File: src/design/conversion_start_bit_consts.svh
// register offsets, field positions, reset values and timing counts of the conversion sequencer
// assumes a 40 MHz peripheral clock and a 32-bit APB register bus
`ifndef CONVERSION_START_BIT_CONSTS_SVH
`define CONVERSION_START_BIT_CONSTS_SVH

// ----------------------------------------------------------------
// register byte offsets
// ----------------------------------------------------------------
`define CONVERSION_START_BIT_OFF_MODE      12'h000
`define CONVERSION_START_BIT_OFF_CHAN      12'h004
`define CONVERSION_START_BIT_OFF_WORD      12'h008
`define CONVERSION_START_BIT_OFF_HIGH      12'h00C
`define CONVERSION_START_BIT_OFF_STATUS    12'h010

// ----------------------------------------------------------------
// field positions and widths
// ----------------------------------------------------------------
`define CONVERSION_START_BIT_BIT_POWER     0
`define CONVERSION_START_BIT_BIT_START     7
`define CONVERSION_START_BIT_CHAN_W        4
`define CONVERSION_START_BIT_RES_W         10
`define CONVERSION_START_BIT_WORD_W        16
`define CONVERSION_START_BIT_HIGH_W        8
`define CONVERSION_START_BIT_WORD_SHIFT    6

// ----------------------------------------------------------------
// reset values
// ----------------------------------------------------------------
`define CONVERSION_START_BIT_RST_WORD      16'h0000
`define CONVERSION_START_BIT_RST_HIGH      8'h00
`define CONVERSION_START_BIT_RST_CHAN      4'h0

// ----------------------------------------------------------------
// timing
// ----------------------------------------------------------------
`define CONVERSION_START_BIT_CLK_HZ        40000000
`define CONVERSION_START_BIT_STAB_NS       125
// stabilisation wait is a least time, so round up; the sequencer counts it, status shows it
`define CONVERSION_START_BIT_STAB_CYC      ((`CONVERSION_START_BIT_STAB_NS * (`CONVERSION_START_BIT_CLK_HZ / 1000000) + 999) / 1000)
`define CONVERSION_START_BIT_SAMPLE_CYC    4

`endif

File: src/design/conversion_start_bit_pkg.sv
// types shared by the conversion sequencer
// assumes the constants header is included alongside
package conversion_start_bit_pkg;

  typedef enum logic [1:0] {
    CONVERSION_START_BIT_STOPPED    = 2'b00,
    CONVERSION_START_BIT_STANDBY    = 2'b01,
    CONVERSION_START_BIT_SAMPLING   = 2'b10,
    CONVERSION_START_BIT_CONVERTING = 2'b11
  } conversion_start_bit_state_e;

endpackage : conversion_start_bit_pkg

File: src/design/conversion_start_bit_sequencer.sv
// conversion sequencer: mode register, channel select, successive approximation, result regs
// assumes an APB master on clk; the comparator decision arrives asynchronously on a pin
//
// The APB slave port and the register offsets were chosen for this implementation.
`include "conversion_start_bit_consts.svh"

module conversion_start_bit_sequencer #(
  parameter int SAMPLE_CYC = `CONVERSION_START_BIT_SAMPLE_CYC
) (
  input  wire logic                     clk,
  input  wire logic                     resetn,
  input  wire logic                     psel,
  input  wire logic                     penable,
  input  wire logic                     pwrite,
  input  wire logic [11:0]              paddr,
  input  wire logic [31:0]              pwdata,
  output logic      [31:0]              prdata,
  output logic                          pready,
  output logic                          pslverr,
  input  wire logic                     compAbove,
  output logic      [`CONVERSION_START_BIT_RES_W-1:0]   dacCode,
  output logic      [`CONVERSION_START_BIT_CHAN_W-1:0]  analogInputSel,
  output logic                          sampleHold,
  output logic                          converterPowerOn,
  output logic                          conversionDoneIrq,
  output conversion_start_bit_pkg::conversion_start_bit_state_e         convState
);
  import conversion_start_bit_pkg::*;

  // ----------------------------------------------------------------
  // bus decode
  // ----------------------------------------------------------------
  function automatic logic hitOff(input logic [11:0] a, input logic [11:0] off);
    hitOff = (a == off);
  endfunction : hitOff

  logic accWr;
  logic accRd;
  logic modeWr;
  logic chanWr;
  logic resRd;
  logic mapped;

  // acting only with pready keeps a stretched access phase from writing twice
  assign accWr  = psel & penable & pready & pwrite;
  assign accRd  = psel & penable & pready & ~pwrite;
  assign modeWr = accWr & hitOff(paddr, `CONVERSION_START_BIT_OFF_MODE);
  assign chanWr = accWr & hitOff(paddr, `CONVERSION_START_BIT_OFF_CHAN);
  assign resRd  = accRd & (hitOff(paddr, `CONVERSION_START_BIT_OFF_WORD) | hitOff(paddr, `CONVERSION_START_BIT_OFF_HIGH));
  assign mapped = hitOff(paddr, `CONVERSION_START_BIT_OFF_MODE) | hitOff(paddr, `CONVERSION_START_BIT_OFF_CHAN)
                | hitOff(paddr, `CONVERSION_START_BIT_OFF_WORD) | hitOff(paddr, `CONVERSION_START_BIT_OFF_HIGH)
                | hitOff(paddr, `CONVERSION_START_BIT_OFF_STATUS);

  // ----------------------------------------------------------------
  // comparator synchroniser
  // ----------------------------------------------------------------
  // only the second flop is read; the first may still be settling
  logic compMeta_q;
  logic compSync_q;

  always_ff @(posedge clk) begin
    if (!resetn) begin
      compMeta_q <= 1'b0;
      compSync_q <= 1'b0;
    end else begin
      compMeta_q <= compAbove;
      compSync_q <= compMeta_q;
    end
  end

  // ----------------------------------------------------------------
  // state, mode bits and approximation
  // ----------------------------------------------------------------
  conversion_start_bit_state_e                  state_q;
  logic                         power_q;
  logic                         start_q;
  logic [`CONVERSION_START_BIT_CHAN_W-1:0]      chan_q;
  logic [`CONVERSION_START_BIT_RES_W-1:0]       approx_q;
  logic [3:0]                   bitIdx_q;
  logic [7:0]                   sampleCnt_q;
  logic [7:0]                   stabCnt_q;
  logic                         finish;
  logic [`CONVERSION_START_BIT_RES_W-1:0]       finalCode;
  logic                         newPower;
  logic                         newStart;

  assign newPower = pwdata[`CONVERSION_START_BIT_BIT_POWER];
  assign newStart = pwdata[`CONVERSION_START_BIT_BIT_START];
  // last comparison resolves bit 0 this cycle
  assign finish   = (state_q == CONVERSION_START_BIT_CONVERTING) && (bitIdx_q == 4'h0);
  assign finalCode = compSync_q ? approx_q : (approx_q & ~(`CONVERSION_START_BIT_RES_W'(1) << bitIdx_q));

  always_ff @(posedge clk) begin
    if (!resetn) begin
      state_q     <= CONVERSION_START_BIT_STOPPED;
      power_q     <= 1'b0;
      start_q     <= 1'b0;
      approx_q    <= '0;
      bitIdx_q    <= 4'h0;
      sampleCnt_q <= 8'h00;
    end else if (modeWr) begin
      // a mode write takes priority over any completion in the same cycle
      power_q <= newPower;
      unique case (state_q)
        CONVERSION_START_BIT_STOPPED: begin
          start_q <= 1'b0;
          if (newPower) begin
            state_q <= CONVERSION_START_BIT_STANDBY;
          end
        end
        CONVERSION_START_BIT_STANDBY: begin
          if (!newPower) begin
            state_q <= CONVERSION_START_BIT_STOPPED;
            start_q <= 1'b0;
          end else if (newStart) begin
            start_q     <= 1'b1;
            state_q     <= CONVERSION_START_BIT_SAMPLING;
            sampleCnt_q <= 8'(SAMPLE_CYC - 1);
          end else begin
            start_q <= 1'b0;
          end
        end
        CONVERSION_START_BIT_SAMPLING, CONVERSION_START_BIT_CONVERTING: begin
          // a write that keeps start set holds the search for that one cycle
          if (!newStart || !newPower) begin
            start_q <= 1'b0;
            state_q <= newPower ? CONVERSION_START_BIT_STANDBY : CONVERSION_START_BIT_STOPPED;
          end else if (finish) begin
            // the write wins over the completing result, so the run ends without one
            start_q <= 1'b0;
            state_q <= CONVERSION_START_BIT_STANDBY;
          end
        end
      endcase
    end else begin
      unique case (state_q)
        CONVERSION_START_BIT_STOPPED, CONVERSION_START_BIT_STANDBY: begin
        end
        CONVERSION_START_BIT_SAMPLING: begin
          // counted down from SAMPLE_CYC-1, so the hold lasts SAMPLE_CYC cycles
          if (sampleCnt_q == 8'h00) begin
            state_q  <= CONVERSION_START_BIT_CONVERTING;
            bitIdx_q <= 4'(`CONVERSION_START_BIT_RES_W - 1);
            approx_q <= `CONVERSION_START_BIT_RES_W'(1) << (`CONVERSION_START_BIT_RES_W - 1);
          end else begin
            sampleCnt_q <= sampleCnt_q - 8'h01;
          end
        end
        CONVERSION_START_BIT_CONVERTING: begin
          if (finish) begin
            approx_q <= finalCode;
            start_q  <= 1'b0;
            state_q  <= CONVERSION_START_BIT_STANDBY;
          end else begin
            // keep or drop the trial bit, then try the next lower one
            approx_q <= finalCode | (`CONVERSION_START_BIT_RES_W'(1) << (bitIdx_q - 4'h1));
            bitIdx_q <= bitIdx_q - 4'h1;
          end
        end
      endcase
    end
  end

  // ----------------------------------------------------------------
  // stabilisation counter, shown in status for software polling
  // ----------------------------------------------------------------
  always_ff @(posedge clk) begin
    if (!resetn) begin
      stabCnt_q <= 8'h00;
    // saturates, so the flag stays up until the converter is stopped
    end else if (state_q == CONVERSION_START_BIT_STOPPED) begin
      stabCnt_q <= 8'h00;
    end else if (stabCnt_q != 8'(`CONVERSION_START_BIT_STAB_CYC)) begin
      stabCnt_q <= stabCnt_q + 8'h01;
    end
  end

  // ----------------------------------------------------------------
  // channel select, only taken while neither sampling nor converting
  // ----------------------------------------------------------------
  always_ff @(posedge clk) begin
    if (!resetn) begin
      chan_q <= `CONVERSION_START_BIT_RST_CHAN;
    // a write while running is dropped, not deferred
    end else if (chanWr && !start_q) begin
      chan_q <= pwdata[`CONVERSION_START_BIT_CHAN_W-1:0];
    end
  end

  // ----------------------------------------------------------------
  // result registers; a pending result waits out a result read
  // ----------------------------------------------------------------
  logic [`CONVERSION_START_BIT_RES_W-1:0]  pendCode_q;
  logic                    pend_q;
  logic [`CONVERSION_START_BIT_WORD_W-1:0] word_q;
  logic [`CONVERSION_START_BIT_HIGH_W-1:0] high_q;
  logic                    done_q;
  logic                    doneEvt;
  logic                    haveCode;
  logic [`CONVERSION_START_BIT_RES_W-1:0]  useCode;

  assign doneEvt  = finish && !modeWr;
  assign haveCode = doneEvt | pend_q;
  assign useCode  = doneEvt ? finalCode : pendCode_q;

  always_ff @(posedge clk) begin
    if (!resetn) begin
      word_q     <= `CONVERSION_START_BIT_RST_WORD;
      high_q     <= `CONVERSION_START_BIT_RST_HIGH;
      pend_q     <= 1'b0;
      pendCode_q <= '0;
      done_q     <= 1'b0;
    end else begin
      done_q <= 1'b0;
      if (haveCode && resRd) begin
        pend_q     <= 1'b1;
        pendCode_q <= useCode;
      end else if (haveCode) begin
        pend_q <= 1'b0;
        // left-justified: code times 64 in the word register
        word_q <= {useCode, `CONVERSION_START_BIT_WORD_SHIFT'(0)};
        high_q <= useCode[`CONVERSION_START_BIT_RES_W-1 -: `CONVERSION_START_BIT_HIGH_W];
        done_q <= 1'b1;
      end
      // an aborted conversion never reaches here, so results stay put
    end
  end

  assign conversionDoneIrq = done_q;

  // ----------------------------------------------------------------
  // APB slave: zero wait states, error on unmapped addresses
  // ----------------------------------------------------------------
  logic [31:0] rdMux;

  always_comb begin
    rdMux = 32'h0000_0000;
    unique case (paddr)
      `CONVERSION_START_BIT_OFF_MODE:   rdMux = {24'h0, start_q, 6'h00, power_q};
      `CONVERSION_START_BIT_OFF_CHAN:   rdMux = {28'h0, chan_q};
      `CONVERSION_START_BIT_OFF_WORD:   rdMux = {16'h0, word_q};
      `CONVERSION_START_BIT_OFF_HIGH:   rdMux = {24'h0, high_q};
      `CONVERSION_START_BIT_OFF_STATUS: rdMux = {28'h0, pend_q,
                                 stabCnt_q == 8'(`CONVERSION_START_BIT_STAB_CYC), state_q};
      default:          rdMux = 32'h0000_0000;
    endcase
  end

  // pready comes from a register set in the setup cycle, so each access phase takes one cycle
  // read data is taken at the setup edge, so a read never sees half a result update
  always_ff @(posedge clk) begin
    if (!resetn) begin
      pready  <= 1'b0;
      pslverr <= 1'b0;
      prdata  <= 32'h0000_0000;
    end else begin
      pready  <= psel & ~penable;
      pslverr <= psel & ~penable & ~mapped;
      prdata  <= (psel & ~penable & ~pwrite) ? rdMux : 32'h0000_0000;
    end
  end

  // ----------------------------------------------------------------
  // analog side outputs
  // ----------------------------------------------------------------
  always_ff @(posedge clk) begin
    if (!resetn) begin
      dacCode          <= '0;
      analogInputSel   <= `CONVERSION_START_BIT_RST_CHAN;
      sampleHold       <= 1'b0;
      converterPowerOn <= 1'b0;
      convState        <= CONVERSION_START_BIT_STOPPED;
    end else begin
      // trails the approximation by one cycle; the comparator sync adds two more
      dacCode          <= approx_q;
      analogInputSel   <= chan_q;
      sampleHold       <= (state_q == CONVERSION_START_BIT_SAMPLING);
      converterPowerOn <= power_q;
      convState        <= state_q;
    end
  end

endmodule : conversion_start_bit_sequencer

File: config.mk
export PLATFORM = sky130hd
export DESIGN_NAME = conversion_start_bit_sequencer
export DESIGN_NICKNAME = d
export VERILOG_FILES = /design/src/design/conversion_start_bit_pkg.sv /design/src/design/conversion_start_bit_sequencer.sv
export VERILOG_INCLUDE_DIRS = /design/src /design/src/design
export SDC_FILE = /design/constraint.sdc
export NUM_CORES = 1
export LEC_CHECK = 0
export BUFFER_PORTS_ARGS = -buffer_cell sky130_fd_sc_hd__buf_2
export CORE_MARGIN = 1
export CORE_UTILIZATION = 60
export CTS_BUF_LIST = sky130_fd_sc_hd__clkbuf_2
export DETAILED_ROUTE_END_ITERATION = 10
export GPL_ROUTABILITY_DRIVEN = 1
export PLACE_DENSITY_LB_ADDON = 0.25
export SETUP_SLACK_MARGIN = 0.2
export SYNTH_ARGS = -nofsm -noshare
export SYNTH_HDL_FRONTEND = slang
export SYNTH_SLANG_ARGS = --single-unit
File: constraint.sdc
create_clock -name clk -period 5.1 [get_ports clk]
set_input_delay 1.02 -clock clk [delete_from_list [all_inputs] [get_ports clk]]
set_output_delay 1.02 -clock clk [all_outputs]
set_load 0.02 [all_outputs]
==> flow_summary.json <==
{
  "wl_per_cell_microns": 14.74,
  "startpoint_type": "primary input",
  "grt-ovfl-total": 0,
  "hold_class": "reg -> reg",
  "drc": 0,
  "internal_power_uw": 913.7,
  "worst-path-buf-inv": 1,
  "setup_viol": 0,
  "ant_nets": 0,
  "worst_slack_ns": 2.363,
  "cp-end-kind": "flop",
  "path_clk_slew_ns": 0.28,
  "globalplace.congestion": 0.8579,
  "num_vias": 3636,
  "synth_common_cells": "dfxtp_1 (98), nor2_1 (40), o21ai_0 (31), nor3_1 (30), nand2_1 (29)",
  "ys_types": 62,
  "cts_tree": "yes",
  "drt_iter0_drc": 311,
  "areaGrowthSynthToFinish_pct": 8.953,
  "ys.flop_type": "dfxtp_1",
  "p_sw_uw": 324.0,
  "wirelength_microns": 9241,
  "dieArea_sq_um": 7636,
  "grt_pass1_vias": 3291,
  "cts_buffers": 9,
  "rows": 30,
  "p_leak_uw": 0.001877,
  "dpl.hpwl_microns": 6515,
  "fin_skew_ns": 0.02847,
  "min_period_ns": 2.737,
  "setup-tns-final_ns": 0,
  "start_util_pct": 63.33,
  "cts.sinks": 98,
  "path_max_fanout": 18,
  "core-area_sq_um": 6907,
  "netlist_area_sq_um": 4374,
  "clk-insertion-delay-late_ns": 0.57,
  "cts_resized": 0,
  "fin_crit_sh_pct": 53.66,
  "io_buffers": 59,
  "hold_viol": 0,
  "power_frac_comb_pct": 3.9,
  "status": "complete, no violations",
  "io_pins": 103,
  "crit_arrival_ns": 3.25,
  "clock-root-buffer": "clkbuf_2",
  "grt_max_degree": 54,
  "synth_cells": 480,
  "synth_top_area_share_pct": 44.85,
  "r2r_start": "bitIdx_q[1]",
  "rsz0062_at_grt": "false",
  "power-per-cell-area_nw_per_um2": 259.7,
  "synthArstFlopShare_pct": 0,
  "crit_family": "compound AO/OA/AOI/OAI gates",
  "max_stage_delay_ns": 1.05,
  "grt_first_pass_wirelength_microns": 15240,
  "critPathKind": "in -> reg",
  "cp_cell_sequence": "buf_2 > nor4b_1 > and4_1 > a311oi_1 > o21ai_0 > a211oi_1",
  "synth-seq-cells": 98,
  "antenna_found_initial": 0,
  "cts_hold_buffers": 0,
  "via_per_inst": 5.799,
  "worstMarginPinSlew_ns": 1.209,
  "antenna_cells": 0,
  "dieHeight_microns": 87.39,
  "final_nets": 585,
  "yosysMostFrequentCell": "dfxtp_1",
  "max_freq_mhz": 365.4,
  "htree_levels": 3,
  "die_w_microns": 87.39,
  "peakVddDrop_mv": 0.1507,
  "avgSynthCellArea_sq_um": 9.113,
  "min_from": "compMeta_q",
  "netlist_top_cells_area": "dfxtp_1 (45%), o21ai_0 (3.5%), buf_4 (3.4%)",
  "cts_max_path_buffers": 2,
  "pwr-share-seq_pct": 62.3,
  "pwr-share-clk_pct": 33.7,
  "cts_setup_buffers": 0,
  "relSlewSlack_pct": 18.85,
  "swShare_pct": 26.17,
  "drt_first_pass_iters": 5,
  "synth_edf_count": 0,
  "drive_gt1_share_pct": 17.51,
  "grt_usage_pct": 25.59,
  "ys_warn_count": 0,
  "cp_slowest_cell": "a311oi_1",
  "cap_viol_max_count": 0,
  "finalMaxSlewViolations": 0,
  "pre_cts_ws_ns": 1.764,
  "startpoint": "paddr[4]",
  "ys_seq_area_share_pct": 44.85,
  "yosys.area.top_type": "dfxtp_1",
  "required_ns": 5.61
}
[power by group through the flow]
stage	registers (uW)	logic [uW]	clock network, uW
after detailed placement	785	48.0	0
after floorplan	785	40.7	0
after CTS	772	48.1	423
after global placement	785	47.2	0
after global routing	773	53.1	450
final	772	48.7	417
[final timing paths]
check | slack [ns] | endpoint | depth (start not counted)
max | 2.36 | high_q[7] | 6
min | 0.48 | compSync_q | 1
max reg2reg | 2.40 | high_q[7] | 7
min reg2reg | 0.48 | compSync_q | 1
[sequential cells by signal, summed over array words and instances, names as in the netlist, 4 cells and up]
register / cells
prdata: 16
high_q: 8
chan_q: 4
pendCode_q: 10
sampleCnt_q: 8
analogInputSel: 4
stabCnt_q: 8
dacCode: 10
approx_q: 10
bitIdx_q: 4
[metal layers]
metal	up-vias	routed length, microns	global-route usage [%]
li1	1764	-	-
met1	1696	4184	33.73
met2	153	4269	42.61
met3	23	593	3.507
met4	0	193	9.687
met5	-	0	0
[area by class of cell]
type	count	area (sq um)
clock buffers	9	45.04
flip-flops and latches	98	1962
multi-input cells	343	2188
clock inverters	7	95.09
repair buffers	60	302.8
fillers	589	2141
inverters	14	52.55
well taps	96	120.1
[cell families (layout without fill, tap and decap cells)]
family | Yosys count | count (layout) | synth area share, %
AOI/OAI and AO/OA | 103 | 103 | 16.19
other | 1 | 16 | 0.08573
and+or+nand+nor | 191 | 191 | 24.80
muxes | 9 | 9 | 2.088
xor gates and xnor gates | 15 | 15 | 3.003
adders and majority gates | 9 | 9 | 2.574
DFF | 98 | 98 | 44.85
buffers and inverters | 54 | 90 | 6.407
[metrics by stage]
stage	area (sq um)	total power [uW]	hold slack, ns	util (%)	std cells
floorplan	4431	825.9	0.4119	-	495
global placement	4626	831.8	0.4170	66.97	611
detailed placement	4626	832.6	0.4282	66.97	611
CTS	4766	1243	0.4804	69.00	627
global route	4766	1276	0.5011	69.00	627
finish	4766	1238	0.4820	69.00	627
[layout by cell type, fill, tap and decap left out, drive strengths merged, types with 6 or more instances in the layout]
master and instances:
o2bb2ai 7, conb 16, nor3 32, and2 23, buf 60, nor2 41
a211oi 6, ha 9, nand3 18, mux2i 8, clkbuf 9, dfxtp 98
a21oi 19, xor2 10, nor4b 12, inv 18, o21ai 33, nand2 29
(Power assumes the default switching activity.)
